### src/rtl/fsd_pkg.sv
// constants and decode functions for the flash security decode block
package fsd_pkg;

  // layout of the security configuration byte
  localparam int SEC_LO = 0;
  localparam int SEC_HI = 1;
  localparam int RSV_LO = 2;
  localparam int RSV_HI = 5;
  localparam int KEY_LO = 6;
  localparam int KEY_HI = 7;

  // field encodings
  localparam logic [1:0] KEY_ENABLED = 2'h2;
  localparam logic [1:0] KEY_PREFERRED_OFF = 2'h1;
  localparam logic [1:0] SEC_UNSECURED = 2'h2;
  localparam logic [1:0] SEC_PREFERRED_ON = 2'h1;

  // value held before the byte is loaded: secured, backdoor closed
  localparam logic [7:0] SEC_BYTE_RST = 8'h00;

  // register offsets on the local port
  localparam logic [7:0] OFF_SEC_BYTE = 8'h01;
  localparam logic [7:0] OFF_PARAM_IDX = 8'h02;
  localparam logic [7:0] OFF_STATUS = 8'h03;

  // status register bit positions
  localparam int STAT_KEY_BIT = 0;
  localparam int STAT_SEC_BIT = 1;
  localparam int STAT_LOADED_BIT = 2;
  localparam int STAT_UNLOCK_BIT = 3;

  // reset values
  localparam logic [7:0] PARAM_IDX_RST = 8'h00;
  localparam logic [7:0] RD_DATA_RST = 8'h00;

  // cycles after reset release before the synchronised byte is valid
  localparam logic [1:0] LOAD_WAIT = 2'h2;

  typedef logic [7:0] fsd_byte_t;

  function automatic logic fsd_key_allowed(input fsd_byte_t b);
    return b[KEY_HI:KEY_LO] == KEY_ENABLED;
  endfunction

  function automatic logic fsd_is_secured(input fsd_byte_t b);
    return b[SEC_HI:SEC_LO] != SEC_UNSECURED;
  endfunction

  // security field forced open once a backdoor unlock has happened
  function automatic fsd_byte_t fsd_apply_unlock(input fsd_byte_t b, input logic unlocked);
    fsd_byte_t r;
    r = b;
    if (unlocked) begin
      r[SEC_HI:SEC_LO] = SEC_UNSECURED;
    end
    return r;
  endfunction

endpackage

### src/rtl/fsd_flash_security_decode.sv
// flash security byte latch, decode and command parameter index register
//
// Strobed register access was chosen for this implementation.
`timescale 1ns/10ps

// Notes on behaviour
// backdoor key access allowed only when backdoor field is 10
// device unsecured only when security field is 10, else secured
// a successful backdoor unlock forces the security field to 10
// software should write 01 to the backdoor field to disable it
// software should write 01 to the security field to secure
// software should leave reserved bits five to two erased
// parameter index register at offset 0x0002 holds the index that software writes
// only the index field is writable; other bits read 0
// security byte captured around reset; outputs decoded combinationally from it
module fsd_flash_security_decode #(
  parameter int INDEX_W = 3
) (
  input wire logic clk,
  input wire logic sys_rst,
  input wire fsd_pkg::fsd_byte_t nvm_sec_byte,
  input wire logic backdoor_unlock,
  input wire logic [7:0] reg_addr,
  input wire logic [7:0] reg_wr_data,
  input wire logic reg_wr,
  input wire logic reg_rd,
  output fsd_pkg::fsd_byte_t reg_rd_data,
  output logic backdoor_enabled,
  output logic secured,
  output logic sec_loaded,
  output logic [INDEX_W-1:0] param_index
);
  import fsd_pkg::*;

  // the index field must fit the byte-wide register port
  if (INDEX_W < 1 || INDEX_W > 8) begin : g_bad_index_w
    $error("INDEX_W must lie between 1 and 8");
  end

  // nonvolatile byte arrives from another domain, so two stages first
  // a whole byte may pass two stages only because it holds still through capture
  fsd_byte_t sync_1_reg;
  fsd_byte_t sync_2_reg;
  logic [1:0] load_cnt_reg;
  logic [1:0] load_cnt_next;
  logic loaded_reg;
  fsd_byte_t stored_reg;
  fsd_byte_t stored_next;
  logic unlocked_reg;
  logic [INDEX_W-1:0] idx_reg;
  logic [INDEX_W-1:0] idx_next;
  fsd_byte_t rd_data_reg;
  fsd_byte_t rd_data_next;

  wire load_now;
  wire fsd_byte_t sec_byte_eff;
  wire dec_key;
  wire dec_sec;
  wire dec_rsv_erased;
  wire hit_sec;
  wire hit_idx;
  wire hit_stat;
  wire idx_write;
  wire fsd_byte_t idx_readback;
  wire fsd_byte_t stat_readback;
  wire fsd_byte_t rd_mux;

  always_ff @(posedge clk or posedge sys_rst) begin
    if (sys_rst) begin
      sync_1_reg <= SEC_BYTE_RST;
      sync_2_reg <= SEC_BYTE_RST;
    end else begin
      sync_1_reg <= nvm_sec_byte;
      sync_2_reg <= sync_1_reg;
    end
  end

  // capture waits until the second stage holds a post-reset sample
  assign load_now = !loaded_reg && (load_cnt_reg == LOAD_WAIT);
  assign load_cnt_next = (load_cnt_reg == LOAD_WAIT) ? load_cnt_reg : load_cnt_reg + 2'h1;
  assign stored_next = load_now ? sync_2_reg : stored_reg;

  always_ff @(posedge clk or posedge sys_rst) begin
    if (sys_rst) begin
      load_cnt_reg <= 2'h0;
      loaded_reg <= 1'b0;
      stored_reg <= SEC_BYTE_RST;
    end else begin
      load_cnt_reg <= load_cnt_next;
      loaded_reg <= loaded_reg | load_now;
      stored_reg <= stored_next;
    end
  end

  // unlock is sticky until reset, so a later capture cannot re-secure
  // success is judged outside; the pulse is not gated by the key field
  always_ff @(posedge clk or posedge sys_rst) begin
    if (sys_rst) begin
      unlocked_reg <= 1'b0;
    end else if (backdoor_unlock) begin
      unlocked_reg <= 1'b1;
    end
  end

  // forcing happens on the decoded view; the stored copy stays as loaded
  assign sec_byte_eff = fsd_apply_unlock(stored_reg, unlocked_reg);

  fsd_sec_decode u_decode (
    .sec_byte(sec_byte_eff),
    .backdoor_en(dec_key),
    .secured(dec_sec),
    .rsv_erased(dec_rsv_erased)
  );

  assign backdoor_enabled = dec_key;
  assign secured = dec_sec;
  assign sec_loaded = loaded_reg;

  // register port decode
  assign hit_sec = reg_addr == OFF_SEC_BYTE;
  assign hit_idx = reg_addr == OFF_PARAM_IDX;
  assign hit_stat = reg_addr == OFF_STATUS;
  assign idx_write = reg_wr && hit_idx;
  // upper write bits are dropped; they have no storage
  assign idx_next = idx_write ? reg_wr_data[INDEX_W-1:0] : idx_reg;

  always_ff @(posedge clk or posedge sys_rst) begin
    if (sys_rst) begin
      idx_reg <= PARAM_IDX_RST[INDEX_W-1:0];
    end else begin
      idx_reg <= idx_next;
    end
  end

  assign param_index = idx_reg;
  assign idx_readback = fsd_byte_t'(idx_reg);
  assign stat_readback = {4'h0, unlocked_reg, loaded_reg, dec_sec, dec_key};
  // unmapped offsets read zero rather than stale data
  assign rd_mux = hit_sec ? sec_byte_eff :
                  hit_idx ? idx_readback :
                  hit_stat ? stat_readback : 8'h00;
  // read data stands only in the cycle after the strobe
  assign rd_data_next = reg_rd ? rd_mux : RD_DATA_RST;

  always_ff @(posedge clk or posedge sys_rst) begin
    if (sys_rst) begin
      rd_data_reg <= RD_DATA_RST;
    end else begin
      rd_data_reg <= rd_data_next;
    end
  end

  assign reg_rd_data = rd_data_reg;

  // checks
  localparam int LOAD_LAT_MIN = 1;
  localparam int LOAD_LAT_MAX = 4;

  logic [2:0] rel_cnt_reg;

  always_ff @(posedge clk or posedge sys_rst) begin
    if (sys_rst) begin
      rel_cnt_reg <= 3'h0;
    end else if (rel_cnt_reg != 3'h7) begin
      rel_cnt_reg <= rel_cnt_reg + 3'h1;
    end
  end
endmodule

### src/rtl/fsd_sec_decode.sv
// combinational decode of the security configuration byte
`timescale 1ns/10ps
module fsd_sec_decode (
  input wire fsd_pkg::fsd_byte_t sec_byte,
  output logic backdoor_en,
  output logic secured,
  output logic rsv_erased
);
  import fsd_pkg::*;

  // only 10 opens the backdoor; 00, 01 and 11 keep it shut
  assign backdoor_en = fsd_key_allowed(sec_byte);
  // only 10 is unsecured; every other code reports secured
  assign secured = fsd_is_secured(sec_byte);
  // reserved bits are expected erased; reported, never acted on
  assign rsv_erased = &sec_byte[RSV_HI:RSV_LO];

endmodule

### config.mk
export PLATFORM = sky130hd
export DESIGN_NAME = fsd_flash_security_decode
export DESIGN_NICKNAME = d
export VERILOG_FILES = /design/src/rtl/fsd_pkg.sv /design/src/rtl/fsd_flash_security_decode.sv /design/src/rtl/fsd_sec_decode.sv
export SDC_FILE = /design/constraint.sdc
export NUM_CORES = 1
export LEC_CHECK = 0
export BUFFER_PORTS_ARGS = -buffer_cell sky130_fd_sc_hd__buf_4
export CAP_MARGIN = 5
export CORE_UTILIZATION = 25
export DETAILED_ROUTE_END_ITERATION = 12
export GPL_ROUTABILITY_DRIVEN = 1
export PLACE_DENSITY = 0.47
export SYNTH_ARGS = -nofsm -noshare
export SYNTH_HDL_FRONTEND = slang
export SYNTH_SLANG_ARGS = --single-unit
### constraint.sdc
create_clock -name clk -period 1.9 [get_ports clk]
set_clock_uncertainty 0.15 [all_clocks]
set_input_delay 0.19 -clock clk [delete_from_list [all_inputs] [get_ports clk]]
set_output_delay 0.19 -clock clk [all_outputs]
set_load 0.02 [all_outputs]
Word level (Yosys, flattened, before mapping)
Index checks and enable logic that the tools add are counted.
{ "op_classes": {"addsub": 1, "eq_ne": 6, "muxes": 5, "bitwise_logic": 1, "n_reduce_logical": 3} }
{ "op_table": {"columns": ["cell", "count"], "rows": [
  ["== test 8 x 2 -> 1 bit, second input constant", 2],
  ["2-to-1 mux 8 bit", 2],
  ["== test 8 x 1 -> 1 bit, second input constant", 1],
  ["2-to-1 mux 4 bit", 2],
  ["== test 2 bit, second input constant", 2],
  ["adder 2 x 1 -> 2 bit, second input constant", 1],
  ["logical AND 1 bit", 2],
  ["2-to-1 mux 2 bit", 1],
  ["!= test 2 bit, second input constant", 1],
  ["zero test 1 bit", 1],
  ["OR 1 bit", 1]
]} }
{ "word_totals": {"register_bits": 39, "in_bits": 29, "output_inout_bits": 14} }

Logic depth before layout (Yosys ltp)
{ "logic_depth": {"depth_word": 6, "ltp_mapped": 5} }

Hierarchy
A second synthesis with hierarchy kept.
{ "unflattened": {"hier_cells": 93, "area_unflattened_um2": 1375.1} }
{ "by_module_without_submodules": {"columns": ["mod", "instances", "cells_each", "area_each_um2", "seq_area_each_um2"], "rows": [
  ["fsd_flash_security_decode", 1, 90, 1353.8, 975.9],
  ["fsd_sec_decode", 1, 3, 21.3, 0.0]
]} }

Worst setup path after synthesis
No wires, ideal clock.
{ "synth_path": {"path_kind": "flip-flop to flip-flop", "from": "reg load_cnt_reg[0]", "to": "reg stored_reg[0]", "setup_time_ns": 0.125, "arrival_time_ns": 1.394, "path_slack_ns": 0.231, "path_stages_with_launch": 6, "cell_sequence": "dfrtp_1 > inv_1 > ha_1 > nor2b_1 > clkbuf_1 > mux2_2"} }
{ "synth_between": {"elab_chain_cells": 2} }
{ "synth_lines": {"columns": ["item", "line", "text"], "rows": [
  ["start, declared", "fsd_flash_security_decode.sv:44", "logic [1:0] load_cnt_reg;"],
  ["start signal, assigned", "fsd_flash_security_decode.sv:89", "load_cnt_reg <= load_cnt_next;"],
  ["== test 2 bit", "fsd_flash_security_decode.sv:79", "assign load_now = !loaded_reg && (load_cnt_reg == LOAD_WAIT);"],
  ["logical AND 1 bit", "fsd_flash_security_decode.sv:79", null],
  ["end signal, assigned", "fsd_flash_security_decode.sv:91", "stored_reg <= stored_next;"],
  ["end, declared", "fsd_flash_security_decode.sv:47", "fsd_byte_t stored_reg;"]
]} }
Every way passes these cells.
A chain may end at the register's enable or synchronous reset.

Final worst setup path
{ "layout_path": {"from": "reg load_cnt_reg[0]", "to": "reg stored_reg[1]"} }
The elaborated chain is that of the path after synthesis.

==> results.py <==
metrics = {
    "status": {
        "outcome": "finished, final reports clean",
    },
    "global_route": {
        "grt_first_pass_wirelength_um": 3880,
        "grt_max_degree": 40,
        "grt_use_total_pct": 9.73,
        "grt-ovfl-total": 0,
        "antenna_found_initial": 0,
        "grt_pass1_vias": 872,
    },
    "clock_network": {
        "clkTransAtPathRegs_ns": 0.08,
        "postCtsSetupBuffers": 0,
        "clk_path_buf_depth": 2,
        "worstSkewPairLatency_ns": 0.28,
        "cts-htree-levels": 2,
        "ctsResizeCount": 0,
        "cts_tree": "done",
        "clock_sinks": 39,
        "numCtsBuffers": 5,
        "clockRootBuffer": "clkbuf_8",
    },
    "synthesis": {
        "synth.area.mux_share_pct": 9.92,
        "synth_top_family_by_area": "simple AND/OR/NAND/NOR gates",
        "synth_nets": 121,
        "async_reset_ff_share_pct": 100,
        "synthTopCellsByArea": "dfrtp_1 72%, mux2_2 9.2%, and2_1 2.3%",
        "ys_ff_latch": 39,
        "synth-simple-area-share_pct": 12.6,
        "synth_cell_types": 22,
        "syn_inst": 91,
        "synth_compound_gate_area_share_pct": 2.22,
        "synth-adder-area-share_pct": 0.927,
        "yosys_most_used_dff": "dfrtp_1",
        "synth_top_area_share_pct": 72.3,
        "yosysSeqAreaShare_pct": 72.3,
        "synth-xor-area-share_pct": 0.649,
        "syn_area_per_cell_um2": 14.8,
        "synth-edff-count": 0,
        "yosysTopAreaCell": "dfrtp_1",
        "yosysWarnings": 0,
        "synth_area_um2": 1350,
    },
    "cells_and_area": {
        "fin_area_um2": 1950,
        "nNetsFinal": 179,
        "fill_cells": 532,
        "drive_above_1_share_pct": 42.0,
        "syn_to_final_growth_pct": 44.5,
        "antenna_cells": 0,
        "mostFrequentLayoutCells": "39 x buf_4, 39 x dfrtp_1, 13 x dlygate4sd3_1",
    },
    "worst_setup_path": {
        "slowest_stage": "dfrtp_1",
        "crit_type": "flip-flop to flip-flop",
        "worst_setup_path_start_kind": "flip-flop",
        "endpoint_kind": "flip-flop",
        "ff2ff_path_depth": 5,
        "path_cells": "inv_1 > ha_1 > nor2b_1 > buf_4 > mux2_2",
        "crit_arrival_ns": 1.63,
        "cp.required_ns": 1.92,
        "cpPeakStageDelay_ns": 0.40,
        "worstPathMaxFanout": 8,
    },
    "placed_design": {
        "finalWeightedCongestion": 0.709,
        "io_buffers": 37,
        "hpwlAfterDp_um": 1800,
        "placed_area_um2": 1730,
    },
    "drt": {
        "avgViaCountPerCell": 4.06,
        "drc": 0,
        "drt.antenna.violating_nets": 0,
        "wire_per_inst_um": 10.9,
        "dr.pass1.iters": 4,
        "wl_um": 2410,
        "drt_iter0_markers": 39,
        "vias": 894,
    },
    "timing": {
        "finalCriticalPeriod_ns": 1.60,
        "fin_hold_ws_ns": 0.0568,
        "finalHoldViolCount": 0,
        "finalMaxSlewViolations": 0,
        "fin_crit_sh_pct": 84.3,
        "finalSetupViolCount": 0,
        "clock.fmax_mhz": 624,
        "slew_headroom_pct": 68.3,
        "worst_pin_slew_ns": 0.476,
        "tns_ns": 0,
        "rsz0062_at_grt": "no",
    },
    "floorplanning": {
        "chipWidth_um": 75.5,
        "rows": 26,
        "die_h_um": 75.5,
        "dieArea_um2": 5700,
        "design.core.area_um2": 5140,
        "initial_core_util_pct": 26.3,
        "io_pins": 43,
    },
    "power_and_ir_drop": {
        "p_leak_uw": 0.000911,
        "peakVddDrop_v": 0.000488,
        "power_density_nw_per_um2": 791,
    },
    "worst_hold_path": {
        "holdPathStages": 3,
        "hp-class": "primary input to flip-flop",
    },
    "run": {
        "cap_violations": 0,
    },
}
==> synth_stat cells, drive strengths merged, types with 2 or more instances <==
master and n:
nor3 2, nor2 3, inv 4, dfrtp 39
or4 2, a21oi 5, nor2b 2, and2 5
or2 2, nand2 2, mux2 11, nor4 4
==> report_power, final <==
group	switching [uW]	leakage, uW	internal (uW)
registers	11.9	0.000473	858
clock network	294	0.0000443	262
logic	46.6	0.000393	69.3
==> final cells by class <==
type	instances	area, um^2	share of cell area [%]
flip-flops and latches	39	976	50.0
repair buffers	52	423	21.7
multi-input cells	47	355	18.2
well taps	70	87.6	4.49
clock buffers	5	68.8	3.53
clock inverters	3	25.0	1.28
inverters	4	15.0	0.770
==> worst max-delay path: cells and delay by family (launching register included) <==
kind                       cells  cell delay [ns]
DFF                            1             0.40
adders and majority gates      1             0.21
buffers and inverters          2             0.24
muxes                          1             0.34
and+or+nand+nor                1             0.15
==> worst paths after layout <==
path                            startpoint             end  slack, ns
max in group asynchronous          sys_rst   sync_1_reg[0]       0.85
min in group asynchronous          sys_rst   sync_1_reg[6]       0.41
min reg2reg                  sync_1_reg[2]   sync_2_reg[2]       0.20
max                        load_cnt_reg[0]   stored_reg[1]       0.30
min                            reg_addr[3]  reg_rd_data[3]       0.06
max reg2reg                load_cnt_reg[0]   stored_reg[1]       0.30
==> through the flow <==
| stage | utilization [%] | power [uW] | worst slack (ns) | instances |
|---|---|---|---|---|
| after floorplan | - | 923 | 0.231 | 91 |
| after global placement | 33.6 | 983 | 0.0742 | 199 |
| after detailed placement | 33.6 | 986 | 0.0671 | 199 |
| after CTS | 38.0 | 1580 | 0.276 | 220 |
| after global routing | 38.0 | 1630 | 0.180 | 220 |
| final | 38.0 | 1540 | 0.298 | 220 |
==> per-layer routing <==
layer	share of wire, %	vias to the layer above	track usage, %	wire length, um
met3	5.1	4	4.37	123
met5	0	-	0	0
met1	43	436	11.6	1050
met2	50	27	14.9	1190
li1	-	427	-	-
met4	1.8	0	4.94	43
==> what timing repair did <==
action,4_1_cts,5_1_grt
hold buffers,13,0
hold endpoints to repair,51,0
endpoints found under the setup margin,0,0
==> logic make-up (layout without fill, tap and decap cells) <==
group,Yosys count,count (layout)
DFF,39,39
and+or+nand+nor,27,27
muxes,12,12
xor gates and xnor gates,1,1
buffers and inverters,5,64
adders and majority gates,1,1
AOI/OAI and AO/OA,6,6
Note: power is estimated with default switching activity, not from simulation.
